`src/verilog/nvmopr_consts.svh`:
```
// Offsets, field positions, reset values and limits of the option block
// Assumes byte addresses on a 32-bit AXI4-Lite register bus
`ifndef NVMOPR_CONSTS_SVH
`define NVMOPR_CONSTS_SVH
`define NVMOPR_OFS_OPTION     8'h00
`define NVMOPR_OFS_CONFIG     8'h04
`define NVMOPR_OFS_PROTECTION 8'h08
`define NVMOPR_OFS_STATUS     8'h0c
`define NVMOPR_BIT_KEY_EN     7
`define NVMOPR_BIT_REDIR_DIS  6
`define NVMOPR_BIT_SECT_MODE  5
`define NVMOPR_BIT_PAGE_SEL   6
`define NVMOPR_BIT_KEY_ACC    5
`define NVMOPR_BIT_VIOL       5
`define NVMOPR_OPT_MASK       8'he3
`define NVMOPR_SEC_OPEN       2'h2
`define NVMOPR_RST_OPTION     8'h00
`define NVMOPR_RST_PROT       8'h00
`define NVMOPR_FPS_NONE       6'h3f
`define NVMOPR_FPS_ALL        6'h18
`define NVMOPR_EPS_NONE       2'h3
`define NVMOPR_FLASH_TOP      17'h10000
`define NVMOPR_FLASH_STEP     17'h00600
`define NVMOPR_EE_TOP         16'h1800
`define NVMOPR_EE_STEP        16'h0010
`define NVMOPR_KEY_BASE       16'hffb0
`define NVMOPR_KEY_LAST       3'h7
`define NVMOPR_RESP_OKAY      2'h0
`define NVMOPR_RESP_SLVERR    2'h2
`endif

```
`src/verilog/nvmopr_pkg.sv`:
```
// Types of the option and protection block
// Assumes nothing beyond the constants header
package nvmopr_pkg;
  typedef enum logic [1:0] {
    NVMOPR_LOAD = 2'b00,
    NVMOPR_RUN  = 2'b01
  } nvmopr_fsm_t;

  typedef struct packed {
    nvmopr_fsm_t fsm;
    logic [7:0]  opt;
    logic        page_sel;
    logic        key_acc;
    logic [7:0]  prot;
    logic        viol;
    logic [2:0]  key_cnt;
    logic        key_bad;
    logic        cmd_go;
    logic        aw_full;
    logic [7:0]  aw_addr;
    logic        w_full;
    logic [7:0]  w_data;
    logic        w_lane0;
    logic        bvalid;
    logic [1:0]  bresp;
    logic        rvalid;
    logic [7:0]  rdata;
    logic [1:0]  rresp;
  } nvmopr_state_t;
endpackage

```
`src/verilog/nvmopr_top.sv`:
```
// Option, configuration and protection registers of the NVM controller
// Assumes single clock; command and source inputs come from same-clock logic
module nvmopr_top
  import nvmopr_pkg::*;
(
  input  wire logic        MCLK,
  input  wire logic        RST_N,
  input  wire logic [31:0] S_AXI_AWADDR,
  input  wire logic [2:0]  S_AXI_AWPROT,
  input  wire logic        S_AXI_AWVALID,
  output logic             S_AXI_AWREADY,
  input  wire logic [31:0] S_AXI_WDATA,
  input  wire logic [3:0]  S_AXI_WSTRB,
  input  wire logic        S_AXI_WVALID,
  output logic             S_AXI_WREADY,
  output logic [1:0]       S_AXI_BRESP,
  output logic             S_AXI_BVALID,
  input  wire logic        S_AXI_BREADY,
  input  wire logic [31:0] S_AXI_ARADDR,
  input  wire logic [2:0]  S_AXI_ARPROT,
  input  wire logic        S_AXI_ARVALID,
  output logic             S_AXI_ARREADY,
  output logic [31:0]      S_AXI_RDATA,
  output logic [1:0]       S_AXI_RRESP,
  output logic             S_AXI_RVALID,
  input  wire logic        S_AXI_RREADY,
  input  wire logic        DEBUG_ACCESS,
  input  wire logic [7:0]  NV_OPTION,
  input  wire logic [7:0]  NV_PROTECTION,
  input  wire logic [63:0] STORED_KEY,
  input  wire logic        BLANK_OK,
  input  wire logic        UNSECURE_SRC,
  input  wire logic        CMD_VALID,
  input  wire logic [15:0] CMD_ADDR,
  input  wire logic [7:0]  CMD_DATA,
  input  wire logic        CMD_EEPROM,
  input  wire logic        CMD_MASS,
  input  wire logic        CMD_DEBUG,
  output logic             SECURE,
  output logic             ACCESS_BLOCK,
  output logic             VECTOR_REDIRECT_DISABLE,
  output logic             EEPROM_SECTOR_MODE,
  output logic             EEPROM_PAGE_SELECT,
  output logic             KEY_WRITE_ACCESS,
  output logic             PROT_VIOLATION,
  output logic             CMD_GO
);
`include "nvmopr_consts.svh"

  nvmopr_state_t q;
  nvmopr_state_t d;
  logic          secure;
  logic          wr_fire;
  logic          wr_prot;
  logic          wr_dbg;
  logic          key_hit;
  logic          key_take;
  logic          key_fail;
  logic          viol_set;
  logic          viol_clr;
  logic          prot_any;
  logic [16:0]   flash_start;
  logic [15:0]   ee_size;
  logic          hit_prot;
  logic [7:0]    rd_val;
  logic          rd_ok;

  assign secure        = q.opt[1:0] != `NVMOPR_SEC_OPEN;
  assign prot_any      = q.prot != 8'hff;
  assign S_AXI_AWREADY = ~q.aw_full & ~q.bvalid;
  assign S_AXI_WREADY  = ~q.w_full & ~q.bvalid;
  assign S_AXI_ARREADY = ~q.rvalid;
  assign S_AXI_BVALID  = q.bvalid;
  assign S_AXI_BRESP   = q.bresp;
  assign S_AXI_RVALID  = q.rvalid;
  assign S_AXI_RRESP   = q.rresp;
  assign S_AXI_RDATA   = {24'h000000, q.rdata};
  assign SECURE        = secure;
  assign ACCESS_BLOCK  = secure & UNSECURE_SRC;
  assign VECTOR_REDIRECT_DISABLE = q.opt[`NVMOPR_BIT_REDIR_DIS];
  assign EEPROM_SECTOR_MODE = q.opt[`NVMOPR_BIT_SECT_MODE];
  assign EEPROM_PAGE_SELECT = q.page_sel;
  assign KEY_WRITE_ACCESS   = q.key_acc;
  assign PROT_VIOLATION     = q.viol;
  assign CMD_GO             = q.cmd_go;

  // Protected range start from the select fields
  always_comb begin
    if (q.prot[5:0] <= `NVMOPR_FPS_ALL) begin
      flash_start = 17'h00000;
    end else begin
      flash_start = `NVMOPR_FLASH_TOP -
        ({11'h000, `NVMOPR_FPS_NONE - q.prot[5:0]} * `NVMOPR_FLASH_STEP);
    end
    ee_size = `NVMOPR_EE_STEP << (2'h2 - q.prot[7:6]);
    if (CMD_EEPROM) begin
      hit_prot = q.prot[7:6] != `NVMOPR_EPS_NONE &&
                 CMD_ADDR >= `NVMOPR_EE_TOP - ee_size &&
                 CMD_ADDR < `NVMOPR_EE_TOP;
    end else begin
      hit_prot = {1'b0, CMD_ADDR} >= flash_start;
    end
  end

  // Read mux
  always_comb begin
    rd_ok = 1'b1;
    case (S_AXI_ARADDR[7:0])
      `NVMOPR_OFS_OPTION: rd_val = q.opt;
      `NVMOPR_OFS_CONFIG:
        rd_val = {1'b0, q.page_sel, q.key_acc, 5'h00};
      `NVMOPR_OFS_PROTECTION: rd_val = q.prot;
      `NVMOPR_OFS_STATUS: rd_val = {2'h0, q.viol, 5'h00};
      default: begin
        rd_val = 8'h00;
        rd_ok  = 1'b0;
      end
    endcase
    if (S_AXI_ARADDR[31:8] != 24'h000000) begin
      rd_ok = 1'b0;
    end
  end

  always_comb begin
    d        = q;
    d.cmd_go = 1'b0;
    wr_fire  = q.aw_full & q.w_full & ~q.bvalid;
    wr_prot  = wr_fire & q.w_lane0 &
               q.aw_addr == `NVMOPR_OFS_PROTECTION;
    wr_dbg   = wr_prot & DEBUG_ACCESS;
    viol_clr = wr_fire & q.w_lane0 & q.aw_addr == `NVMOPR_OFS_STATUS &
               q.w_data[`NVMOPR_BIT_VIOL];
    key_hit  = CMD_VALID & q.key_acc &
               {CMD_ADDR[15:3], 3'h0} == `NVMOPR_KEY_BASE;
    key_fail = q.key_bad | (CMD_ADDR[2:0] != q.key_cnt) |
               (CMD_DATA != STORED_KEY[{q.key_cnt, 3'h0} +: 8]);
    key_take = key_hit & ~CMD_DEBUG &
               q.opt[`NVMOPR_BIT_KEY_EN] & secure;
    viol_set = 1'b0;
    case (q.fsm)
      NVMOPR_LOAD: begin
        d.opt  = NV_OPTION & `NVMOPR_OPT_MASK;
        d.prot = NV_PROTECTION;
        d.fsm  = NVMOPR_RUN;
      end
      NVMOPR_RUN: begin
        if (CMD_VALID && !key_hit) begin
          if (CMD_MASS ? prot_any : hit_prot) begin
            viol_set = 1'b1;
          end else begin
            d.cmd_go = 1'b1;
          end
        end
        if (key_take) begin
          d.key_cnt = q.key_cnt + 3'h1;
          d.key_bad = key_fail;
          if (q.key_cnt == `NVMOPR_KEY_LAST) begin
            d.key_bad = 1'b0;
            if (!key_fail) begin
              d.opt[1:0] = `NVMOPR_SEC_OPEN;
            end
          end
        end
        if (BLANK_OK) begin
          d.opt[1:0] = `NVMOPR_SEC_OPEN;
        end
        if (wr_fire && q.w_lane0 && q.aw_addr == `NVMOPR_OFS_CONFIG) begin
          d.page_sel = q.w_data[`NVMOPR_BIT_PAGE_SEL];
          d.key_acc  = q.w_data[`NVMOPR_BIT_KEY_ACC];
          if (!q.w_data[`NVMOPR_BIT_KEY_ACC]) begin
            d.key_cnt = 3'h0;
            d.key_bad = 1'b0;
          end
        end
        if (wr_dbg) begin
          d.prot = q.w_data;
        end else if (wr_prot) begin
          if (q.w_data[7:6] <= q.prot[7:6]) begin
            d.prot[7:6] = q.w_data[7:6];
          end
          if (q.w_data[5:0] <= q.prot[5:0]) begin
            d.prot[5:0] = q.w_data[5:0];
          end
        end
      end
      default: d.fsm = NVMOPR_LOAD;
    endcase
    d.viol = (q.viol & ~viol_clr) | viol_set;
    // Write channel: address and data in either order
    if (S_AXI_AWVALID && S_AXI_AWREADY) begin
      d.aw_full = 1'b1;
      d.aw_addr = S_AXI_AWADDR[31:8] == 24'h000000 ?
                  S_AXI_AWADDR[7:0] : 8'hff;
    end
    if (S_AXI_WVALID && S_AXI_WREADY) begin
      d.w_full  = 1'b1;
      d.w_data  = S_AXI_WDATA[7:0];
      d.w_lane0 = S_AXI_WSTRB[0];
    end
    if (wr_fire) begin
      d.aw_full = 1'b0;
      d.w_full  = 1'b0;
      d.bvalid  = 1'b1;
      case (q.aw_addr)
        `NVMOPR_OFS_OPTION, `NVMOPR_OFS_CONFIG,
        `NVMOPR_OFS_PROTECTION, `NVMOPR_OFS_STATUS:
          d.bresp = `NVMOPR_RESP_OKAY;
        default: d.bresp = `NVMOPR_RESP_SLVERR;
      endcase
    end else if (q.bvalid && S_AXI_BREADY) begin
      d.bvalid = 1'b0;
    end
    if (S_AXI_ARVALID && S_AXI_ARREADY) begin
      d.rvalid = 1'b1;
      d.rdata  = rd_val;
      d.rresp  = rd_ok ? `NVMOPR_RESP_OKAY : `NVMOPR_RESP_SLVERR;
    end else if (q.rvalid && S_AXI_RREADY) begin
      d.rvalid = 1'b0;
    end
  end

  always_ff @(posedge MCLK or negedge RST_N) begin
    if (!RST_N) begin
      q      <= '0;
      q.fsm  <= NVMOPR_LOAD;
      q.opt  <= `NVMOPR_RST_OPTION;
      q.prot <= `NVMOPR_RST_PROT;
    end else begin
      q <= d;
    end
  end
endmodule

```
`config.mk`:
```
export PLATFORM = sky130hd
export DESIGN_NAME = nvmopr_top
export DESIGN_NICKNAME = d
export VERILOG_FILES = /design/src/verilog/nvmopr_pkg.sv /design/src/verilog/nvmopr_top.sv
export VERILOG_INCLUDE_DIRS = /design/src /design/src/verilog
export SDC_FILE = /design/constraint.sdc
export NUM_CORES = 1
export LEC_CHECK = 0
export BUFFER_PORTS_ARGS = -buffer_cell sky130_fd_sc_hd__buf_4
export CAP_MARGIN = 20
export CORE_AREA = 2 2 106 108
export CTS_CLUSTER_SIZE = 20
export DETAILED_ROUTE_END_ITERATION = 7
export DIE_AREA = 0 0 108 110
export GPL_ROUTABILITY_DRIVEN = 0
export PLACE_DENSITY_LB_ADDON = 0.3
export SLEW_MARGIN = 25
export SYNTH_ARGS = -nofsm -noshare
export SYNTH_HDL_FRONTEND = slang
export SYNTH_SLANG_ARGS = --single-unit
```
`constraint.sdc`:
```
create_clock -name MCLK -period 9.61 [get_ports MCLK]
set_input_delay 0.4805 -clock MCLK [delete_from_list [all_inputs] [get_ports MCLK]]
set_output_delay 0.4805 -clock MCLK [all_outputs]
set_load 0.05 [all_outputs]
```
== Word-level counts from Yosys, hierarchy flattened ==
Index checks and enable logic that the tools add are counted.
Word-level totals
  register bits after elaboration: 56
  input port bits: 224
  output and inout bits: 49
  logic and storage cells: 145
Operators by class
  bitwise gates (word level): 25
  muxes and demuxes: 38
  reductions and logical operators: 27
  shift-type cells: 2
  multiply operators: 1
  magnitude comparators: 6
  add/subtract/negate cells: 5
  eq/ne operators: 20
Operators by type and width (count)
  64-bit by 7-bit indexed part select with 8-bit output: 1
  8-bit by 4-bit equality test with 1-bit output (second input constant): 4
  8-bit one-hot mux with 4 select lines: 1
  24-bit zero test: 1
  8-bit two-way mux: 3
  24-bit nonzero test: 1
  3-bit != test (second input constant): 6
  16-bit by 17-bit greater-or-equal comparator with 1-bit output: 1
  1-bit two-way mux: 17
  17-bit two-way mux: 1
  17-bit subtractor (first input constant): 1
  1-bit bitwise AND: 16
  8-bit by 3-bit equality test with 1-bit output (second input constant): 2
  16-bit greater-or-equal comparator: 1
  8-bit zero test: 2
  16-bit by 13-bit < comparator with 1-bit output (second input constant): 1
  8-bit one-hot mux with 2 select lines: 1
  5-bit by 2-bit left shift with 16-bit output (first input constant): 1
  13-bit by 16-bit subtractor with 16-bit output (first input constant): 1
  2-bit two-way mux: 7
  13-bit equality test (second input constant): 1
  4-bit two-way mux: 3
  1-bit logical AND: 10
  10-bit two-way mux: 1
  25 further kinds: 40

== Logic depth before layout (Yosys ltp) ==
Gate-level depths: netlist of the first run.
  word-level depth: 12
  depth in mapped cells: 18
  mapped depth without buffers: 18

== Worst setup path after synthesis of the first run ==
No wires, ideal clock.
  path type: register to register
  from: reg q[39] (netlist name)
  to: reg q, in the netlist CMD_GO
  required time: 9.492 ns
  stages on the path, launching flop included: 18
  period minus slack after synthesis: 3.566 ns
  buffers on the path: 0
  library setup time: 0.118 ns
  arrival: 3.448 ns
  slack: 6.044 ns
  cell sequence: dfrtp_1 > inv_1 > ha_1 > inv_1 > fa_1 > nor2b_1 > o21ai_0 > and3_1 > nor2_1 > xnor2_1 > nand2_1 > ha_1 > or4b_2 > nor3_1 > o41ai_1 > a22oi_1 > o21ai_0 > nor2b_1
RTL lines
  start, declared: RTL line nvmopr_top.sv:50  | nvmopr_state_t q;

==> metrics.cfg, run 1 <==
[global_routing]
overflow = 0
grt_pass1_wl_mm = 18.8
first_global_vias = 3975
grt_max_degree = 54
antenna_found_initial = 0
grt_usage_pct = 19.7

[layout]
area_delta_synth_final_pct = 37.1
drive_above_1_share_pct = 38.2
final_nets = 911
n_antenna_cell = 0

[synth]
synth_top_area_share_pct = 30.2
yosysMostFrequentCell = dfrtp_1
synth_xor_area_share_pct = 3.78
synth-adder-area-share_pct = 11.3
netlist_top_cells_count = 53 x dfrtp_1, 39 x buf_4, 38 x ha_1
yosysSeqAreaShare_pct = 30.2
synth-seq-cells = 53
avgSynthCellArea_sq_um = 9.68
syn_inst = 454
synth-compound-area-share_pct = 13.2
ys_types = 55
synth_warnings = 0
synth_simple_gate_area_share_pct = 15.9
synth_ff_type = dfrtp_1
synthMuxAreaShare_pct = 15.8
synth_top_family_by_area = simple AND/OR/NAND/NOR gates
netlist_area_sq_mm = 0.00440
ys_async_sr_fraction_pct = 100
synth_edf_count = 0
synthTopCellsByArea = dfrtp_1 30%, ha_1 11%, buf_4 6.7%
yosysTopAreaCell = dfrtp_1

[timing]
rsz0062_at_grt = no
fmax_mhz = 244
setup-violations-final = 0
period_share_pct = 42.7
finalHoldViolations = 0
fin_crit_ns = 4.10
fin_setup_tns_ns = 0
maxSlewViolCount = 0
finalClockSkew_ns = 0.00749
slew_headroom_pct = 38.3
worst_pin_slew_ns = 0.926

[floorplan]
die_h_um = 110
die_w_um = 108
core_area_sq_mm = 0.0107
row_count = 38
initial_core_util_pct = 41.1
dieArea_sq_mm = 0.0119
pin_count = 273

[worst_setup_path]
rr_endpoint = PROT_VIOLATION
max_stage_delay_ns = 0.58
endpoint = PROT_VIOLATION
cp-start-kind = register
rr_worst_depth = 17
arrival_ns = 4.33
cp-startpoint = q[39]
slowest_stage = or4b_2
crit_path_end_kind = register
crit_top_cell = o21ai_0
r2r_slack_ns = 5.51
cp_cell_sequence = inv_1 > ha_1 > inv_1 > fa_1 > nor2b_1 > o21ai_0 > and3_1 > nor2_1 > xnor2_1 > nand2_1 > ha_1 > or4b_2 > nor3_1 > o41ai_1 > a22oi_1 > o21ai_0 > o21ai_0
critPathKind = register to register
cp_max_fo = 7
worst-endpoint-required_ns = 9.84
worstReg2RegStart = q[39]

[clock_tree]
cts_buffers = 5
cts-hold-fix-buffers = 0
cts_max_path_buffers = 2
clockRootBuffer = clkbuf_8
clkLatencyLatePin_ns = 0.32
cts_tree = done
ctsResizeCount = 0
clock-sinks = 53
clk_pin_slew_ns = 0.11
post_cts_buffers = 0
cts_max_level = 2

[detailed_routing]
via_per_inst = 5.19
firstDrtPassIters = 4
drc = 0
num_vias = 4092
wl_mm = 12.2
drtIter0Drc = 181
drtAntennaViolNets = 0
wl_per_cell_um = 15.4

[pwr]
totalPowerFinal_mw = 0.827
power_density_mw_per_mm2 = 137
ir_drop_mv = 0.0965
p_leak_nw = 2.83

[hold_path]
hold_path_class = input pin to asynchronous set/reset pin

[place]
portBuffers = 210
hpwl_mm = 10.1

[outcome]
outcome = finished, final reports clean

[run]
drv_cap = 0

-- power breakdown --
part	internal [mW]	switching [mW]
clock	0.0801	0.0844
sequential	0.259	0.0434
combinational	0.163	0.197
-- kinds of logic (layout without fill, tap and decap cells) --
group / count (synthesis) / in the layout
buf+inv: 71 / 240
compound gates: 85 / 85
xor+xnor: 19 / 19
fa+ha+maj: 39 / 39
flops: 53 / 53
mux: 54 / 54
other cells: 2 / 28
simple gates: 131 / 131
-- critical path: cells and delay by family, from the launching register on --
kind	cells	cell delay (ns)
AOI/OAI and AO/OA	5	0.79
and+or+nand+nor	6	1.45
adders and majority gates	3	0.91
buffers and inverters	2	0.22
xor gates and xnor gates	1	0.14
DFF	1	0.49
-- per-layer routing --
layer	global-route usage [%]	part of all wire [%]	up-vias
met5	0	0	-
met1	25.6	43	1921
li1	-	-	2007
met3	3.23	6.9	6
met4	2.11	0.41	0
met2	35.8	50	158
-- cells in the final DEF (no fill, tap or decap), types with 4 or more instances in the layout --
cell	synthesis	routed
mux2i_1	24	24
nand2_1	30	30
nand2b_1	4	4
mux2_2	21	21
nor3b_1	5	5
o22a_1	8	8
a221oi_1	5	5
xor2_1	10	10
a21oi_1	16	16
nor2_1	24	24
o211ai_1	5	5
inv_1	21	21
nor2b_1	8	8
xnor2_1	9	9
ha_1	38	38
nor3_1	6	6
mux4_1	4	4
conb_1	2	28
clkbuf_8	0	5
dfrtp_1	53	52
mux4_2	5	5
nand4_1	9	9
a32o_1	4	4
a22o_1	4	4
nand3_1	11	11
nor4_1	14	14
buf_4	39	211
o21ai_0	20	20
o22ai_1	6	6
-- worst min path at each step --
| stage | to | slack [ns] | cells after the start |
|---|---|---|---|
| 2_1_floorplan | CMD_GO | 0.18 | 0 |
| 3_3_place_gp | S_AXI_RDATA[7] | 0.47 | 2 |
| 3_5_place_dp | S_AXI_RRESP[1] | 0.48 | 2 |
| 4_1_cts | q[20] | 0.22 | 1 |
| 5_1_grt | q[21] | 0.24 | 1 |
| 6_report | q[18] | 0.20 | 1 |
-- registers in the layout (all words and copies together) (netlist names) --
name                     flops
q                           35
S_AXI_RDATA                  8
CMD_GO                       1
EEPROM_PAGE_SELECT           1
EEPROM_SECTOR_MODE           1
KEY_WRITE_ACCESS             1
PROT_VIOLATION               1
S_AXI_BRESP                  1
S_AXI_BVALID                 1
S_AXI_RRESP                  1
S_AXI_RVALID                 1
VECTOR_REDIRECT_DISABLE      1
-- metrics by stage --
stage	util (%)	area, sq um	std cells	setup WS [ns]	hold WS [ns]
floorplan	-	4490	480	6.04	0.185
global placement	55.2	5910	781	5.66	0.468
CTS	56.3	6030	789	5.55	0.218
detailed placement	55.2	5910	781	5.58	0.476
global route	56.4	6030	789	5.31	0.245
finish	56.4	6030	789	5.51	0.201
-- cell type report --
type,instances,area (sq um)
fillers,996,4670
multi-input cells,356,2740
repair buffers,211,1580
flip-flops and latches,53,1330
well taps,140,175
inverters,21,78.8
clock buffers,5,68.8
clock inverters,3,50.0
No activity file was read; power rests on OpenSTA's default activity.
==> run 2, diff against run 1 <==
--- a/config.mk
+++ b/config.mk
@@ -6,12 +6,13 @@
 export SDC_FILE = /design/constraint.sdc
 export NUM_CORES = 1
 export LEC_CHECK = 0
+export ABC_AREA = 1
 export BUFFER_PORTS_ARGS = -buffer_cell sky130_fd_sc_hd__buf_4
 export CAP_MARGIN = 20
-export CORE_AREA = 2 2 106 108
+export CORE_MARGIN = 2
+export CORE_UTILIZATION = 46
 export CTS_CLUSTER_SIZE = 20
 export DETAILED_ROUTE_END_ITERATION = 7
-export DIE_AREA = 0 0 108 110
 export GPL_ROUTABILITY_DRIVEN = 0
 export PLACE_DENSITY_LB_ADDON = 0.3
 export SLEW_MARGIN = 25
==> constraint.sdc (replaced) <==
create_clock -name MCLK -period 4.27 [get_ports MCLK]
set_input_delay 0.2135 -clock MCLK [delete_from_list [all_inputs] [get_ports MCLK]]
set_output_delay 0.2135 -clock MCLK [all_outputs]
set_load 0.05 [all_outputs]
==> run 2 against run 1 <==
  * Sequential share of layout area decreased by 1.2 points
  * First-iteration DRC count increased by 45%
  * Global-route usage increased by 3.2 points
  * Critical endpoint is now CMD_GO
  * Highest routed layer unchanged
  * Maximum frequency increased by 26%
  * Critical path depth increased by 1
==> metrics.cfg, run 2 <==
[outcome]
outcome = finished, final reports clean

[pwr]
p_clk_share_pct = 14.3  ; -5.6 points
power_frac_comb_pct = 51.4  ; +7.9 points
ir_drop_mv = 0.378  ; +290%
internal_power_mw = 1.22  ; +140%
p_switching_mw = 0.919  ; +180%
seqPwrFrac_pct = 34.3  ; -2.3 points
p_leak_nw = 3.55  ; +25%
switching_share_pct = 43.0  ; +3.8 points
power_density_mw_per_mm2 = 335  ; +140%

[worst_setup_path]
cp-start-kind = register
arrival_ns = 3.48  ; -0.85 ns
crit_path_end_kind = register
cp_max_fo = 7  ; unchanged
critPathKind = register to register
worst-endpoint-required_ns = 4.49  ; -5.35 ns
r2r_slack_ns = 1.01  ; -4.50 ns
rr_worst_depth = 18  ; +1

[layout]
largest_register = q
stdcell_area_sq_mm = 0.00637  ; +5.7%
largest_reg_flops = 35  ; unchanged
drive_above_1_share_pct = 26.7  ; -12 points
final_cell_mix = 211 x buf_4, 181 x nand2_1, 92 x inv_1
final_common_cell = buf_4
finish.utilization_pct = 62.3  ; +5.9 points
area_delta_synth_final_pct = 32.3
final_nets = 1168  ; +28%
instances_no_fill = 1042  ; +32%
n_fill_cell = 1029  ; +3.3%
n_antenna_cell = 0  ; unchanged

[synth]
synthTopCellsByArea = dfrtp_1 28%, nand2_1 14%, ha_1 9.9%
synth_warnings = 0  ; unchanged
netlist_top_cells_count = 181 x nand2_1, 92 x inv_1, 76 x nor2_1
synth_top_area_share_pct = 27.5  ; -2.6 points
yosysTopAreaCell = dfrtp_1
yosysSeqAreaShare_pct = 27.5  ; -2.6 points
synth-seq-cells = 53  ; unchanged
ys_types = 47  ; -15%
synth_edf_count = 0  ; unchanged
syn_inst = 714  ; +57%
netlist_area_sq_mm = 0.00482  ; +9.6%
ys_async_sr_fraction_pct = 100  ; unchanged
avgSynthCellArea_sq_um = 6.75  ; -30%
synth_ff_type = dfrtp_1
yosysMostFrequentCell = nand2_1

[floorplan]
pin_count = 273  ; unchanged
row_count = 37  ; -2.6%
dieArea_sq_mm = 0.0113  ; -4.8%
die_w_um = 106  ; -1.5%
die_h_um = 106  ; -3.3%
initial_core_util_pct = 47.1  ; +6.0 points
core_area_sq_mm = 0.0102  ; -4.4%

[clock_tree]
post_cts_buffers = 0  ; unchanged
clk_pin_slew_ns = 0.10  ; about the same
clock-sinks = 53  ; unchanged
cts_max_path_buffers = 2  ; unchanged
cts_buffers = 5  ; unchanged
cts_max_level = 2  ; unchanged
clockRootBuffer = clkbuf_8
clkLatencyLatePin_ns = 0.30  ; -0.02 ns
cts_tree = done

[place]
portBuffers = 210  ; unchanged
postPlaceCellArea_sq_mm = 0.00626  ; +6.0%
placed_cells = 1033  ; +32%
hpwl_mm = 10.8  ; +6.6%

[detailed_routing]
firstDrtPassIters = 6  ; +2
wl_per_cell_um = 12.7  ; -18%
wl_mm = 13.2  ; +8.8%
via_per_inst = 4.84  ; -6.7%
num_vias = 5044  ; +23%
drtAntennaViolNets = 0  ; unchanged
drtIter0Drc = 262  ; +45%
drc = 0  ; unchanged

[timing]
setup-violations-final = 0  ; unchanged
slew_headroom_pct = 53.7  ; +15 points
finalClockSkew_ns = 0.00939  ; +0.00190 ns
worst_pin_slew_ns = 0.695  ; -0.231 ns
fmax_mhz = 307  ; +26%
fin_crit_ns = 3.26  ; -0.839 ns
rsz0062_at_grt = no
whs_ns = 0.0764  ; -0.125 ns
finalHoldViolations = 0  ; unchanged
maxSlewViolCount = 0  ; unchanged
fin_setup_tns_ns = 0  ; unchanged
period_share_pct = 76.4  ; +34 points

[global_routing]
grt_usage_pct = 23.0  ; +3.2 points
overflow = 0  ; unchanged
grt_max_degree = 54  ; unchanged
first_global_vias = 4726  ; +19%
antenna_found_initial = 0  ; unchanged
grt_pass1_wl_mm = 21.4  ; +14%

[hold_path]
holdPathStages = 2
hold_path_class = input pin to register

[run]
drv_cap = 0  ; unchanged

run 2: cell types whose count changed after synthesis, sizes merged, moves of 22 or more:
cell,previous run,this run
inv,21,95
mux2i,24,2
nand2,30,182
nand3,11,60
nor2,24,80
o21ai,20,52
run 2: cells by family after synthesis:
logic type               share of synthesized area (%)
AND/OR/NAND/NOR                                   32.8
buffers and inverters                             16.1
AO/OA/AOI/OAI                                     10.6
flip-flops                                        27.5
adder cells (fa/ha/maj)                           10.3
multiplexers                                      1.82
XOR/XNOR                                         0.727
other                                            0.156
run 2: metrics by stage:
| step | total power [mW] | setup WS, ns |
|---|---|---|
| floorplan | 1.50 | 1.42 |
| global placement | 1.80 | 1.10 |
| detailed placement | 1.84 | 1.03 |
| CTS | 2.14 | 1.02 |
| global route | 2.34 | 0.642 |
| finish | 2.13 | 1.01 |
run 2: critical path: stages (launching register included):
cell	delay (ns)
dfrtp_1	0.43
inv_1	0.20
ha_1	0.24
inv_1	0.07
fa_1	0.41
nand3b_1	0.17
nand2_1	0.10
xor2_1	0.27
nor2_1	0.10
a21oi_1	0.12
o21ai_0	0.11
ha_1	0.30
nand4_1	0.07
nor2_1	0.04
a31oi_1	0.15
a21oi_1	0.08
nand2_1	0.06
nand2_1	0.07
a21boi_1	0.19
run 2: path summary, 6_finish.rpt:
path                         startpoint             end
hold reg to reg                   q[24]           q[24]
setup reg to reg                  q[39]          CMD_GO
max in group asynchronous         RST_N  S_AXI_RDATA[5]
setup / recovery                  q[39]          CMD_GO
hold / removal             S_AXI_BREADY    S_AXI_BVALID
min in group asynchronous         RST_N           q[15]
run 2: what timing repair did:
item	CTS	global route
gates resized for setup	0	0
hold buffers	1	0
endpoints found under the hold margin	53	0
run 2: area by class of cell:
cell class	count	area [sq um]	share of cell area, %
well taps	136	170	2.67
flip-flops and latches	53	1330	20.8
clock inverters	1	5.00	0.0785
clock buffers	7	96.3	1.51
multi-input cells	536	2820	44.2
inverters	97	367	5.75
repair buffers	212	1590	25.0
run 2: power groups by stage:
stage | sequential [mW] | clock [mW] | combinational (mW)
finish | 0.732 | 0.305 | 1.10
global route | 0.749 | 0.331 | 1.26
CTS | 0.731 | 0.309 | 1.10
detailed placement | 0.740 | 0 | 1.10
global placement | 0.737 | 0 | 1.07
floorplan | 0.725 | 0 | 0.777
run 2: layer usage:
metal | share of wire (%) | GRT usage, % | up-vias
li1 | - | - | 2625
met1 | 44 | 30.0 | 2211
met2 | 46 | 38.6 | 186
met3 | 8.3 | 4.72 | 22
met4 | 2.2 | 6.02 | 0
met5 | 0 | 0 | -
==> run 3, diff against run 2 <==
--- a/config.mk
+++ b/config.mk
@@ -10,7 +10,7 @@
 export BUFFER_PORTS_ARGS = -buffer_cell sky130_fd_sc_hd__buf_4
 export CAP_MARGIN = 20
 export CORE_MARGIN = 2
-export CORE_UTILIZATION = 46
+export CORE_UTILIZATION = 41
 export CTS_CLUSTER_SIZE = 20
 export DETAILED_ROUTE_END_ITERATION = 7
 export GPL_ROUTABILITY_DRIVEN = 0
==> constraint.sdc (replaced) <==
create_clock -name MCLK -period 2.6 [get_ports MCLK]
set_input_delay 0.13 -clock MCLK [delete_from_list [all_inputs] [get_ports MCLK]]
set_output_delay 0.13 -clock MCLK [all_outputs]
set_load 0.05 [all_outputs]
==> run 3 against run 2 <==
  * The flow now finishes with violations (negative setup slack)
  * Non-clock buffer count is 29 higher
  * Sequential power is 61% higher
  * Design area is 5.1% higher
  * Final cell count is 3.3% higher
  * Clock-buffer cell count is 2 lower
  * Via count is 2.5% higher
  * Flip-flop and latch count stayed put
  * Highest routed layer unchanged
==> metrics.cfg, run 3 (synthesis gave the netlist of run 2 again) <==
[floorplan]
die_w_um = 112  ; +5.7%
dieArea_sq_mm = 0.0126  ; +12%
core_area_sq_mm = 0.0115  ; +12%
die_h_um = 112  ; +5.7%
initial_core_util_pct = 42.0  ; -5.1 points
row_count = 39  ; +5.4%
pin_count = 273  ; unchanged

[pwr]
ir_drop_mv = 0.678  ; +79%
power_density_mw_per_mm2 = 580  ; +73%
p_leak_nw = 3.70  ; +4.5%

[global_routing]
overflow = 0  ; unchanged
grt_pass1_wl_mm = 22.5  ; +5.3%
first_global_vias = 4736  ; +0.21%
grt_usage_pct = 21.4  ; -1.5 points
grt_max_degree = 54  ; unchanged
antenna_found_initial = 0  ; unchanged

[clock_tree]
clk_pin_slew_ns = 0.07  ; -0.03 ns
cts_max_level = 2  ; unchanged
cts_max_path_buffers = 2  ; unchanged
clock-sinks = 53  ; unchanged
clkLatencyLatePin_ns = 0.29  ; about the same
cts_buffers = 5  ; unchanged
clockRootBuffer = clkbuf_16
cts_tree = done

[detailed_routing]
wl_mm = 13.9  ; +5.3%
drtAntennaViolNets = 0  ; unchanged
firstDrtPassIters = 4  ; -2
drc = 0  ; unchanged
wl_per_cell_um = 13.0  ; +2.0%
num_vias = 5169  ; +2.5%
drtIter0Drc = 384  ; +47%
via_per_inst = 4.80  ; -0.76%

[timing]
setup-violations-final = 2  ; +2
period_share_pct = 112  ; +36 points
worst_pin_slew_ns = 0.690  ; -0.00424 ns
maxSlewViolCount = 0  ; unchanged
rsz0062_at_grt = yes
finalHoldViolations = 0  ; unchanged
timing.final.ws_setup_ns = -0.322  ; -1.33 ns
finalClockSkew_ns = 0.00581  ; -0.00358 ns
slew_headroom_pct = 54.0  ; +0.28 points
whs_ns = 0.0334  ; -0.0429 ns
fmax_mhz = 342  ; +12%
fin_crit_ns = 2.92  ; -0.339 ns

[worst_setup_path]
worst-endpoint-required_ns = 2.77  ; -1.72 ns
cp_max_fo = 4  ; -3
rr_endpoint = CMD_GO
cp-start-kind = register
r2r_slack_ns = -0.32  ; -1.33 ns
rr_worst_depth = 18  ; unchanged
arrival_ns = 3.09  ; -0.39 ns
crit_path_end_kind = register
critPathKind = register to register
worstReg2RegStart = q[40]

[hold_path]
holdPathStages = 2  ; unchanged
hold_start = S_AXI_RREADY
min_to = S_AXI_RVALID
hold_path_class = input pin to register

[layout]
drive_above_1_share_pct = 30.4  ; +3.7 points
final_common_cell = buf_4
n_fill_cell = 1119  ; +8.7%
final_cell_mix = 240 x buf_4, 179 x nand2_1, 89 x inv_1
finish.utilization_pct = 58.4  ; -3.9 points
final_nets = 1197  ; +2.5%
area_delta_synth_final_pct = 39.0
n_antenna_cell = 0  ; unchanged
largest_register = q
largest_reg_flops = 35  ; unchanged

[place]
portBuffers = 210  ; unchanged
hpwl_mm = 11.2  ; +3.6%

[outcome]
violations = negative setup slack
outcome = finished, violations left

[run]
drv_cap = 0  ; unchanged

run 3: cell count changes in the layout (fill, tap and decap cells not counted), moves of 3 or more:
cell	previous run	this run
clkbuf_16	0	5
inv_1	92	89
clkbuf_8	7	0
inv_2	2	5
buf_4	211	240
run 3: layout make-up:
cell class	instances	area (sq um)	share of cell area (%)
multi-input cells	536	2880	43.1
repair buffers	241	1810	27.1
flip-flops and latches	53	1330	19.8
inverters	97	367	5.47
well taps	143	179	2.67
clock buffers	5	125	1.87
clock inverters	1	5.00	0.0747
run 3: how the worst max path moves through the flow:
stage | start | to | cells past startpoint
after floorplan | q[40] | PROT_VIOLATION | 21
after global placement | q[40] | PROT_VIOLATION | 18
after detailed placement | q[40] | PROT_VIOLATION | 18
after CTS | q[40] | PROT_VIOLATION | 18
after global routing | q[40] | PROT_VIOLATION | 19
final | q[40] | CMD_GO | 18
run 3: per-stage QoR:
stage	instances	setup WS (ns)	setup TNS (ns)	power (mW)	instance area, sq um
floorplan	740	-0.0925	-0.159	2.49	4940
global placement	1057	-0.125	-0.227	3.08	6420
detailed placement	1057	-0.218	-0.405	3.13	6420
CTS	1072	-0.185	-0.350	3.82	6620
global route	1076	-0.499	-0.982	4.23	6700
finish	1076	-0.322	-0.633	3.88	6700
run 3: repair_timing:
item	4_1_cts	5_1_grt
pin swaps	7	8
resized for setup	1	9
hold buffers	1	0
endpoints found under the hold margin	53	0
endpoints found under the setup margin	2	2
buffers inserted	8	4
run 3: worst max-delay path: stages, from the launching register on:
cell      delay [ns]
dfrtp_1         0.40
inv_2           0.08
ha_4            0.13
inv_2           0.04
fa_2            0.40
nand3b_1        0.18
nand2_2         0.14
xor2_4          0.21
nor2_2          0.07
a21oi_1         0.14
o21ai_1         0.09
ha_1            0.30
nand4_1         0.08
nor2_1          0.09
a31oi_1         0.08
a21oi_1         0.15
nand2_1         0.08
nand2_2         0.08
a21boi_1        0.07
run 3: power breakdown:
part           switching, mW  internal [mW]  total, mW
Sequential             0.164           1.02       1.18
Clock                  0.277          0.345      0.621
Combinational           1.16          0.919       2.08
Total                   1.60           2.28       3.88
run 3: routing by layer:
layer	track usage, %	share of wire (%)	vias up
met3	4.00	7.5	7
met5	0	0	-
met1	28.8	44	2286
met4	3.09	0.67	0
li1	-	-	2684
met2	36.9	47	192
